[src/hw/pat_pkg.sv]
`default_nettype none
package pat_pkg;
  // clock and timing
  localparam int CLK_PERIOD_NS = 25;
  localparam int UNIT_TIME_NS = 1250;
  localparam int BASE_DIV = UNIT_TIME_NS / CLK_PERIOD_NS;
  localparam int PULSE_TIME_NS = 10000;
  localparam int PULSE_CYCLES = (PULSE_TIME_NS + CLK_PERIOD_NS - 1) / CLK_PERIOD_NS;
  localparam logic [5:0] PRESC_FULL_MAX = 6'h3f;
  localparam logic [5:0] PRESC_HALF_MAX = 6'h1f;
  localparam logic [7:0] CAPTURE_LOAD = 8'hff;
  localparam logic [3:0] AVG_LAST = 4'hf;
  // register map, byte offsets
  localparam logic [5:0] REG_CTRL = 6'h00;
  localparam logic [5:0] REG_PULSE = 6'h04;
  localparam logic [5:0] REG_STATUS = 6'h08;
  localparam logic [5:0] REG_PERIOD = 6'h0c;
  localparam logic [5:0] REG_COMP = 6'h10;
  localparam logic [5:0] REG_PHASE = 6'h14;
  localparam logic [5:0] REG_REMAIN = 6'h18;
  localparam logic [5:0] REG_SPEED = 6'h1c;
  // field positions and reset values
  localparam int CTRL_FIRE_EN_BIT = 0;
  localparam int STATUS_VALID_BIT = 4;
  localparam logic CTRL_FIRE_EN_RST = 1'b1;
  // firing sequence states
  typedef enum logic [2:0] {
    ST_WAIT_FIRST = 3'b000,
    ST_MEASURE = 3'b001,
    ST_WAIT_ZC = 3'b010,
    ST_DELAY = 3'b011,
    ST_HALF = 3'b100,
    ST_CAPTURE = 3'b101
  } pat_state_e;
endpackage
`default_nettype wire

[src/hw/pat_firing_ctrl.sv]
// Functional notes
// - only falling zero-cross edge starts a wave
// - first full wave measures period into register
// - prescale 64 makes count one full cycle
// - prescale 32 makes same count half cycle
// - at crossing load phase delay, count down
// - delay expiry reloads half value, first pulse
// - half value is period corrected by table
// - period averaged over sixteen waves
// - after averaging sample pot, ramp, recompute
// - half count expiry fires second pulse
// - after second pulse reload 255 and count
// - next crossing stores elapsed remainder interval
// - full wave is remainder plus half plus phase
// - speed becomes firing delay through table
// - phase is upper byte of period times speed
// - speed table holds sixty-four levels
`timescale 1ns/1ps
`default_nettype none
module pat_firing_ctrl #(
  parameter int BASE_DIV = pat_pkg::BASE_DIV,
  parameter int PULSE_CYCLES = pat_pkg::PULSE_CYCLES
) (
  // clock, reset, enable
  input wire logic clock,
  input wire logic reset_n,
  input wire logic clockEnable,
  // mains and gate
  input wire logic zeroCross,
  output logic gateOut,
  // speed potentiometer adc
  output logic adcStart,
  input wire logic adcDone,
  input wire logic [7:0] adcData,
  // avalon-mm slave
  input wire logic [5:0] address,
  input wire logic read,
  input wire logic write,
  input wire logic [31:0] writedata,
  output logic [31:0] readdata,
  output logic waitrequest
);
  localparam logic [11:0] PULSE_RST = 12'(PULSE_CYCLES);
  localparam logic [7:0] BASE_LAST = 8'(BASE_DIV - 1);
  localparam logic [15:0] GAP_FULL = 16'((int'(pat_pkg::PRESC_FULL_MAX) + 1) * BASE_DIV - 1);
  localparam logic [15:0] GAP_HALF = 16'((int'(pat_pkg::PRESC_HALF_MAX) + 1) * BASE_DIV - 1);

  // speed lookup: 64 levels, higher level gives shorter delay
  function automatic logic [7:0] speedLookup(input logic [5:0] level);
    speedLookup = 8'hfc - {level, 2'b00};
  endfunction

  // oscillator compensation, indexed by top phase bits
  function automatic logic [7:0] compensate(input logic [7:0] period, input logic [2:0] idx);
    logic [7:0] corr;
    corr = 8'h00;
    unique case (idx)
      3'h0, 3'h1: corr = 8'h00;
      3'h2, 3'h3, 3'h4: corr = 8'h01;
      3'h5, 3'h6, 3'h7: corr = 8'h02;
    endcase
    compensate = (period > corr) ? period - corr : 8'h01;
  endfunction

  pat_pkg::pat_state_e state_q, state_d;
  logic [1:0] zcSync_q;
  logic zcPrev_q;
  logic [7:0] baseCnt_q;
  logic [5:0] prescCnt_q;
  logic [15:0] tickGap_q;
  logic [7:0] counter_q, counter_d;
  logic counterLoad;
  logic [7:0] mainsPeriod_q, compHalf_q, phase_q, remainder_q;
  logic periodValid_q;
  logic [13:0] accum_q;
  logic [3:0] waveCnt_q;
  logic adcStart_q, adcBusy_q, update_q;
  logic [7:0] speedTarget_q;
  logic [5:0] speedLevel_q;
  logic [11:0] pulseCnt_q, pulseLen_q, gateRun_q;
  logic fireEnable_q;
  logic ack_q;
  logic [31:0] readdata_q;

  // zero-cross edge detect on synchronised pin
  wire zcLevel = zcSync_q[1];
  wire zcEvent = zcPrev_q & ~zcLevel;
  // time base: prescaler 64 while measuring, 32 while firing
  wire measuring = (state_q == pat_pkg::ST_MEASURE);
  wire [5:0] prescMax = measuring ? pat_pkg::PRESC_FULL_MAX : pat_pkg::PRESC_HALF_MAX;
  wire baseTick = (baseCnt_q == BASE_LAST);
  wire unitTick = baseTick & (prescCnt_q == prescMax);
  wire expire = unitTick & (counter_q <= 8'h01);
  wire [7:0] elapsed = pat_pkg::CAPTURE_LOAD - counter_q;
  // full wave in half-rate units and running average
  wire [7:0] remainder_d = elapsed;
  wire [9:0] fullWave = {2'b00, remainder_d} + {2'b00, compHalf_q} + {2'b00, phase_q};
  wire [13:0] accumNext = accum_q + {4'h0, fullWave};
  wire [7:0] avgPeriod = accumNext[13] ? 8'hff : accumNext[12:5];
  wire waveEnd = zcEvent & (state_q == pat_pkg::ST_CAPTURE);
  wire avgDone = waveEnd & (waveCnt_q == pat_pkg::AVG_LAST);
  wire firstDone = zcEvent & measuring;
  // speed path: ramp one level per update toward pot
  wire [5:0] potLevel = speedTarget_q[7:2];
  wire [5:0] rampLevel = (speedLevel_q < potLevel) ? speedLevel_q + 6'h01 :
                         (speedLevel_q > potLevel) ? speedLevel_q - 6'h01 : speedLevel_q;
  wire [7:0] speedRef = speedLookup(rampLevel);
  wire [15:0] product = {8'h00, mainsPeriod_q} * {8'h00, speedRef};
  wire [7:0] phaseNew = product[15:8];
  // gate pulse launch
  wire fire1 = (state_q == pat_pkg::ST_DELAY) & expire;
  wire fire2 = (state_q == pat_pkg::ST_HALF) & expire;
  wire fireNow = (fire1 | fire2) & periodValid_q & fireEnable_q;

  // sequence next state and counter reloads
  always_comb
  begin
    state_d = state_q;
    counter_d = counter_q;
    counterLoad = 1'b0;
    unique case (state_q)
      pat_pkg::ST_WAIT_FIRST:
        if (zcEvent)
        begin
          state_d = pat_pkg::ST_MEASURE;
          counter_d = pat_pkg::CAPTURE_LOAD;
          counterLoad = 1'b1;
        end
      pat_pkg::ST_MEASURE:
        if (zcEvent)
          state_d = pat_pkg::ST_WAIT_ZC;
      pat_pkg::ST_WAIT_ZC, pat_pkg::ST_DELAY, pat_pkg::ST_HALF, pat_pkg::ST_CAPTURE:
        if (zcEvent)
        begin
          state_d = pat_pkg::ST_DELAY;
          counter_d = phase_q;
          counterLoad = 1'b1;
        end
        else if (fire1)
        begin
          state_d = pat_pkg::ST_HALF;
          counter_d = compHalf_q;
          counterLoad = 1'b1;
        end
        else if (fire2)
        begin
          state_d = pat_pkg::ST_CAPTURE;
          counter_d = pat_pkg::CAPTURE_LOAD;
          counterLoad = 1'b1;
        end
      default:
        state_d = pat_pkg::ST_WAIT_FIRST;
    endcase
  end

  // synchroniser, state and phase counter
  always_ff @(posedge clock)
  begin
    if (!reset_n)
    begin
      zcSync_q <= 2'b11;
      zcPrev_q <= 1'b1;
      state_q <= pat_pkg::ST_WAIT_FIRST;
      counter_q <= 8'h00;
      baseCnt_q <= 8'h00;
      prescCnt_q <= 6'h00;
      tickGap_q <= 16'h0000;
    end
    else if (clockEnable)
    begin
      zcSync_q <= {zcSync_q[0], zeroCross};
      zcPrev_q <= zcLevel;
      state_q <= state_d;
      baseCnt_q <= (counterLoad | baseTick) ? 8'h00 : baseCnt_q + 8'h01;
      prescCnt_q <= counterLoad ? 6'h00 : (unitTick ? 6'h00 : prescCnt_q + 6'(baseTick));
      tickGap_q <= (unitTick | counterLoad) ? 16'h0000 : tickGap_q + 16'h0001;
      if (counterLoad)
        counter_q <= counter_d;
      else if (unitTick && counter_q != 8'h00)
        counter_q <= counter_q - 8'h01;
    end
  end

  // period, remainder and averaging
  always_ff @(posedge clock)
  begin
    if (!reset_n)
    begin
      mainsPeriod_q <= 8'h00;
      remainder_q <= 8'h00;
      periodValid_q <= 1'b0;
      accum_q <= 14'h0000;
      waveCnt_q <= 4'h0;
    end
    else if (clockEnable)
    begin
      if (firstDone)
      begin
        mainsPeriod_q <= elapsed;
        periodValid_q <= 1'b1;
      end
      if (waveEnd)
      begin
        remainder_q <= remainder_d;
        waveCnt_q <= waveCnt_q + 4'h1;
        accum_q <= avgDone ? 14'h0000 : accumNext;
        if (avgDone)
          mainsPeriod_q <= avgPeriod;
      end
    end
  end

  // adc sample, ramp, phase and compensated half value
  always_ff @(posedge clock)
  begin
    if (!reset_n)
    begin
      adcStart_q <= 1'b0;
      adcBusy_q <= 1'b0;
      update_q <= 1'b0;
      speedTarget_q <= 8'h00;
      speedLevel_q <= 6'h00;
      phase_q <= 8'h00;
      compHalf_q <= 8'h00;
    end
    else if (clockEnable)
    begin
      adcStart_q <= (avgDone | firstDone) & ~adcBusy_q;
      adcBusy_q <= adcStart_q | (adcBusy_q & ~adcDone);
      if (adcBusy_q && adcDone)
        speedTarget_q <= adcData;
      update_q <= adcBusy_q & adcDone;
      if (update_q)
      begin
        speedLevel_q <= rampLevel;
        phase_q <= phaseNew;
        compHalf_q <= compensate(mainsPeriod_q, phaseNew[7:5]);
      end
    end
  end
  assign adcStart = adcStart_q;

  // gate pulse width counter
  always_ff @(posedge clock)
  begin
    if (!reset_n)
    begin
      pulseCnt_q <= 12'h000;
      gateRun_q <= 12'h000;
    end
    else if (clockEnable)
    begin
      pulseCnt_q <= fireNow ? pulseLen_q : (pulseCnt_q != 12'h000 ? pulseCnt_q - 12'h001 : 12'h000);
      gateRun_q <= gateOut ? gateRun_q + 12'h001 : 12'h000;
    end
  end
  assign gateOut = (pulseCnt_q != 12'h000);

  // avalon slave: one wait cycle, then answer
  wire access = read | write;
  wire regHit = (address[5] == 1'b0) & (address[1:0] == 2'b00);
  wire doWrite = write & ack_q & regHit;
  wire [31:0] statusWord = {27'h0, periodValid_q, 1'b0, state_q};
  wire [31:0] readMux =
    ~regHit ? 32'h0 :
    (address == pat_pkg::REG_CTRL) ? {31'h0, fireEnable_q} :
    (address == pat_pkg::REG_PULSE) ? {20'h0, pulseLen_q} :
    (address == pat_pkg::REG_STATUS) ? statusWord :
    (address == pat_pkg::REG_PERIOD) ? {24'h0, mainsPeriod_q} :
    (address == pat_pkg::REG_COMP) ? {24'h0, compHalf_q} :
    (address == pat_pkg::REG_PHASE) ? {24'h0, phase_q} :
    (address == pat_pkg::REG_REMAIN) ? {24'h0, remainder_q} :
    {16'h0, speedTarget_q, 2'b00, speedLevel_q};

  // bus handshake and software registers
  always_ff @(posedge clock)
  begin
    if (!reset_n)
    begin
      ack_q <= 1'b0;
      readdata_q <= 32'h0;
      fireEnable_q <= pat_pkg::CTRL_FIRE_EN_RST;
      pulseLen_q <= PULSE_RST;
    end
    else if (clockEnable)
    begin
      ack_q <= access & ~ack_q;
      if (read && !ack_q)
        readdata_q <= readMux;
      if (doWrite && address == pat_pkg::REG_CTRL)
        fireEnable_q <= writedata[pat_pkg::CTRL_FIRE_EN_BIT];
      if (doWrite && address == pat_pkg::REG_PULSE)
        pulseLen_q <= writedata[11:0];
    end
  end
  assign waitrequest = access & ~ack_q;
  assign readdata = readdata_q;

  // checks
  property p_rise_ignored;
    @(posedge clock) disable iff (!reset_n || !clockEnable)
      (!zcPrev_q && zcLevel && !fire1 && !fire2) |=> $stable(state_q);
  endproperty
  a_rise_ignored: assert property (p_rise_ignored) else $error("rising edge started a wave");

  property p_no_fire_early;
    @(posedge clock) disable iff (!reset_n)
      !periodValid_q |-> ##1 !gateOut;
  endproperty
  a_no_fire_early: assert property (p_no_fire_early) else $error("gate pulse before period known");

  property p_pulse_len;
    @(posedge clock) disable iff (!reset_n || !clockEnable)
      $fell(gateOut) |-> $past(gateRun_q) == $past(pulseLen_q, 2) - 12'h001;
  endproperty
  a_pulse_len: assert property (p_pulse_len) else $error("gate pulse width wrong");

  property p_first_fire;
    @(posedge clock) disable iff (!reset_n || !clockEnable)
      (fire1 && !zcEvent) |=> state_q == pat_pkg::ST_HALF && counter_q == $past(compHalf_q);
  endproperty
  a_first_fire: assert property (p_first_fire) else $error("half value not loaded");

  property p_capture_load;
    @(posedge clock) disable iff (!reset_n || !clockEnable)
      (fire2 && !zcEvent) |=> state_q == pat_pkg::ST_CAPTURE && counter_q == 8'hff;
  endproperty
  a_capture_load: assert property (p_capture_load) else $error("capture not started at 255");

  property p_remainder;
    @(posedge clock) disable iff (!reset_n || !clockEnable)
      waveEnd |=> remainder_q == 8'hff - $past(counter_q);
  endproperty
  a_remainder: assert property (p_remainder) else $error("remainder interval wrong");

  property p_phase_load;
    @(posedge clock) disable iff (!reset_n || !clockEnable)
      (zcEvent && state_q != pat_pkg::ST_WAIT_FIRST && !measuring) |=>
        state_q == pat_pkg::ST_DELAY && counter_q == $past(phase_q);
  endproperty
  a_phase_load: assert property (p_phase_load) else $error("phase delay not loaded");

  property p_phase_calc;
    @(posedge clock) disable iff (!reset_n || !clockEnable)
      update_q |=> phase_q == $past(product[15:8]);
  endproperty
  a_phase_calc: assert property (p_phase_calc) else $error("phase not upper product byte");

  property p_prescale;
    @(posedge clock) disable iff (!reset_n || !clockEnable)
      (unitTick && state_q != pat_pkg::ST_WAIT_FIRST && state_q != pat_pkg::ST_WAIT_ZC) |->
        tickGap_q == (measuring ? GAP_FULL : GAP_HALF);
  endproperty
  a_prescale: assert property (p_prescale) else $error("prescale ratio wrong");

  property p_avg_adc;
    @(posedge clock) disable iff (!reset_n || !clockEnable)
      (avgDone && !adcBusy_q) |=> adcStart && mainsPeriod_q == $past(avgPeriod);
  endproperty
  a_avg_adc: assert property (p_avg_adc) else $error("average or adc sample missing");
endmodule
`default_nettype wire

[config.mk]
export PLATFORM = sky130hd
export DESIGN_NAME = pat_firing_ctrl
export DESIGN_NICKNAME = d
export VERILOG_FILES = /design/src/hw/pat_pkg.sv /design/src/hw/pat_firing_ctrl.sv
export SDC_FILE = /design/constraint.sdc
export NUM_CORES = 1
export LEC_CHECK = 0
export BUFFER_PORTS_ARGS = -buffer_cell sky130_fd_sc_hd__buf_2
export CAP_MARGIN = 20
export CELL_PAD_IN_SITES_DETAIL_PLACEMENT = 1
export CELL_PAD_IN_SITES_GLOBAL_PLACEMENT = 1
export CORE_MARGIN = 5
export CORE_UTILIZATION = 45
export CTS_CLUSTER_SIZE = 40
export DETAILED_ROUTE_END_ITERATION = 8
export PLACE_DENSITY_LB_ADDON = 0.1
export REMOVE_ABC_BUFFERS = 1
export SLEW_MARGIN = 25
export SYNTH_ARGS = -nofsm -noshare
export SYNTH_HDL_FRONTEND = slang
export SYNTH_SLANG_ARGS = --single-unit
[constraint.sdc]
create_clock -name clock -period 10.1 [get_ports clock]
set_input_delay 0.505 -clock clock [delete_from_list [all_inputs] [get_ports clock]]
set_output_delay 0.505 -clock clock [all_outputs]
set_load 0.01 [all_outputs]
==> metrics <==
CTS sink count 138; Synth area leader dfxtp_1; GR Util All Layers 24.27%; Setup-failing EPs final 0; vias in the first global route 8887; Critical Path RT 10.45 ns; # hold bufs at CTS 0; FF-to-FF Start speedLevel_q[0]$_SDFFE_PN0P_; status complete, no violations; DRC violations left 0; CP Class register to register; Final Hold Viols 0; top_reg_cell synth dfxtp_1; post-synth top area share 29.31%; Slew HR 29.62%; post-CTS setup buffer count 0; worst slew pin tran 1.045 ns; drt pass-1 iters 5; WHS Path Cells 3; final WL 28620 um; hold path start writedata[7]; Buf+Inv Stages, Crit Path 2; first-pass GRT wire length 46910 um; setup TNS 0 ns; DP Cell Count 1439; Cell variety after synth 77; H-tree levels 4; DR WL met3 1116 um; crit-path max FO 8; Initial Util 45.27%; gr ovfl total 0; commonest cells after routing, fill and taps aside nand2_1, dfxtp_1, nor2_1; core outline area 0.02082 sq mm; largest net degree at the start of global routing 71; Reg clk slew, reported paths 0.07 ns; ant diodes 0; die width 154.7 um; total chip power 1.394 mW; met1 WL 13180 um; Syn Inst Count 1163; CTS tree done; Multi-input gate area 0.006230 sq mm; delay-heaviest family, CP adder cells; Max IR drop VDD 94.78 uV; highest-delay cell along the critical path xnor2_1; Static Leak 4.314 nW; HPWL after DPL 20650 um; fill count 2557; layout cells sized above 1 9.615%; min cycle time layout 8.673 ns; mapped cell area 0.009427 sq mm; antenna viol nets, final 0; IO Pins 88; Top Layer Used met4; Reg2Reg Depth 28; Worst Hold Class primary input to register; IO Port Bufs 51; commonest non-fill, non-tap cell in the layout nand2_1; DR WL met2 13580 um; Area Overhead vs Synth 10.46%; GPL Wtd Cong 0.8192; Clock Path Buffers 2; Avg Cell Area, Syn 8.105 sq um; worst reg2reg setup slack 1.43 ns; final net count 1333; RSZ-0062 raised after global routing false; Final period util 85.87%; Via density 5.804; antenna violations before repair 0; Yosys warnings 0; Max Freq 115.3 MHz; worst stage delay on the critical path 0.75 ns; Reg area 0.002763 sq mm; Slew Viols, Final 0; PostCTS Resize Cnt 0; register area share after synthesis 29.31%; synth top area cells dfxtp_1, fa_1, ha_1, nand2_1, a21oi_1; FF+latch count, synth 138; clock skew 0.009342 ns; root buffer cell clkbuf_16; wire length per cell 19.45 um; Hold Path End pulseLen_q[7]$_SDFFE_PN1P_; PD cells 133.9 mW/mm^2; standard-cell rows 53; Async SR Flop Fraction 0%; Clk Latency, worst-skew pair 0.43 ns; Worst EP arrival 9.02 ns; non-filler cells in the finished layout 1471; EDFF count, synth 0; crit start category register; Vias 8537; initial DRC count 388; Chip Height 154.7 um; Max Cap Viol 0; Crit. End Element register; total CTS buffers 17; Die Area 0.02394 sq mm; reg2reg end compHalf_q[7]$_SDFFE_PN0P_
## through the flow
step                util [%]  hold slack [ns]  area [sq um]  worst slack, ns
finish                 50.01           0.2975         10410            1.427
floorplan                  -           0.4360          9128            3.004
global placement       47.11           0.4393          9809            1.896
CTS                    49.96           0.2889         10400            1.389
detailed placement     47.11           0.4477          9809            1.605
global route           50.01           0.2934         10410           0.7127
## registers in the layout (all words and copies together) (netlist names), 2 cells and up
register	count
speedLevel_q	6
state_q	3
remainder_q	8
counter_q	8
phase_q	8
compHalf_q	8
mainsPeriod_q	8
pulseCnt_q	12
prescCnt_q	6
pulseLen_q	12
zcSync_q	2
speedTarget_q	8
baseCnt_q	8
readdata	16
accum_q	14
waveCnt_q	4
## synth_stat cells (4+ instances only)
cell type    n
a211o_1      5
a211oi_1    26
a21o_1       5
a21oi_1    103
a22oi_1     19
a2bb2oi_1    6
a31oi_1      6
a32o_1       4
and2_1      20
and3_1      12
buf_2        5
buf_4       16
clkbuf_1    50
dfxtp_1    138
fa_1        41
ha_1        56
inv_1       39
mux2i_1     17
nand2_1    145
nand2b_1    16
nand3_1     36
nand3b_1     5
nand4_1     12
nor2_1     117
nor2b_1     24
nor3_1      41
nor3b_1      4
nor4_1       5
nor4b_1      4
o211ai_1     4
o21a_1       6
o21ai_0     53
o21bai_1     6
o22ai_1     11
or3_1        9
or4_1        7
xnor2_1     13
xor2_1      23
## tightest hold or removal path, stage by stage
cell and delay (ns):
buf_2 0.07, nand2_1 0.04, nand3_1 0.07
## how the worst max path moves through the flow
stage | endpoint | cells past startpoint | slack, ns | start
after CTS | compHalf_q[7]$_SDFFE_PN0P_ | 28 | 1.39 | speedLevel_q[0]$_SDFFE_PN0P_
after floorplan | compHalf_q[1]$_SDFFE_PN0P_ | 28 | 3.00 | speedTarget_q[3]$_SDFFE_PN0P_
after global placement | compHalf_q[4]$_SDFFE_PN0P_ | 28 | 1.90 | speedLevel_q[0]$_SDFFE_PN0P_
after detailed placement | compHalf_q[7]$_SDFFE_PN0P_ | 28 | 1.61 | speedLevel_q[0]$_SDFFE_PN0P_
final | compHalf_q[7]$_SDFFE_PN0P_ | 28 | 1.43 | speedLevel_q[0]$_SDFFE_PN0P_
after global routing | compHalf_q[7]$_SDFFE_PN0P_ | 28 | 0.71 | speedLevel_q[0]$_SDFFE_PN0P_
## layout make-up
type	instances	share of cell area (%)
Clock buffer	18	4.218
Clock inverter	14	1.490
Inverter	40	1.454
Multi-Input combinational cell	925	59.83
Sequential cell	138	26.53
Tap cell	275	3.304
Timing Repair Buffer	61	3.172
## logic make-up after synthesis
logic type | synth area share, %
simple gates | 24.40
compound gates | 19.37
flops | 29.31
buf+inv | 5.362
fa+ha+maj | 16.14
xor+xnor | 3.345
mux | 2.044
other cells | 0.03978
## metal layers
layer,GRT usage (%),up-vias
met2,41.08,152
met5,0,-
met4,7.443,0
met3,3.861,43
li1,-,4128
met1,31.93,4214
## power breakdown
group,internal [mW],switching [mW],total [mW]
Sequential,0.558,0.0170,0.575
Clock,0.357,0.276,0.633
Combinational,0.0694,0.117,0.187
Total,0.984,0.410,1.39
No activity file was read; power rests on OpenSTA's default activity.
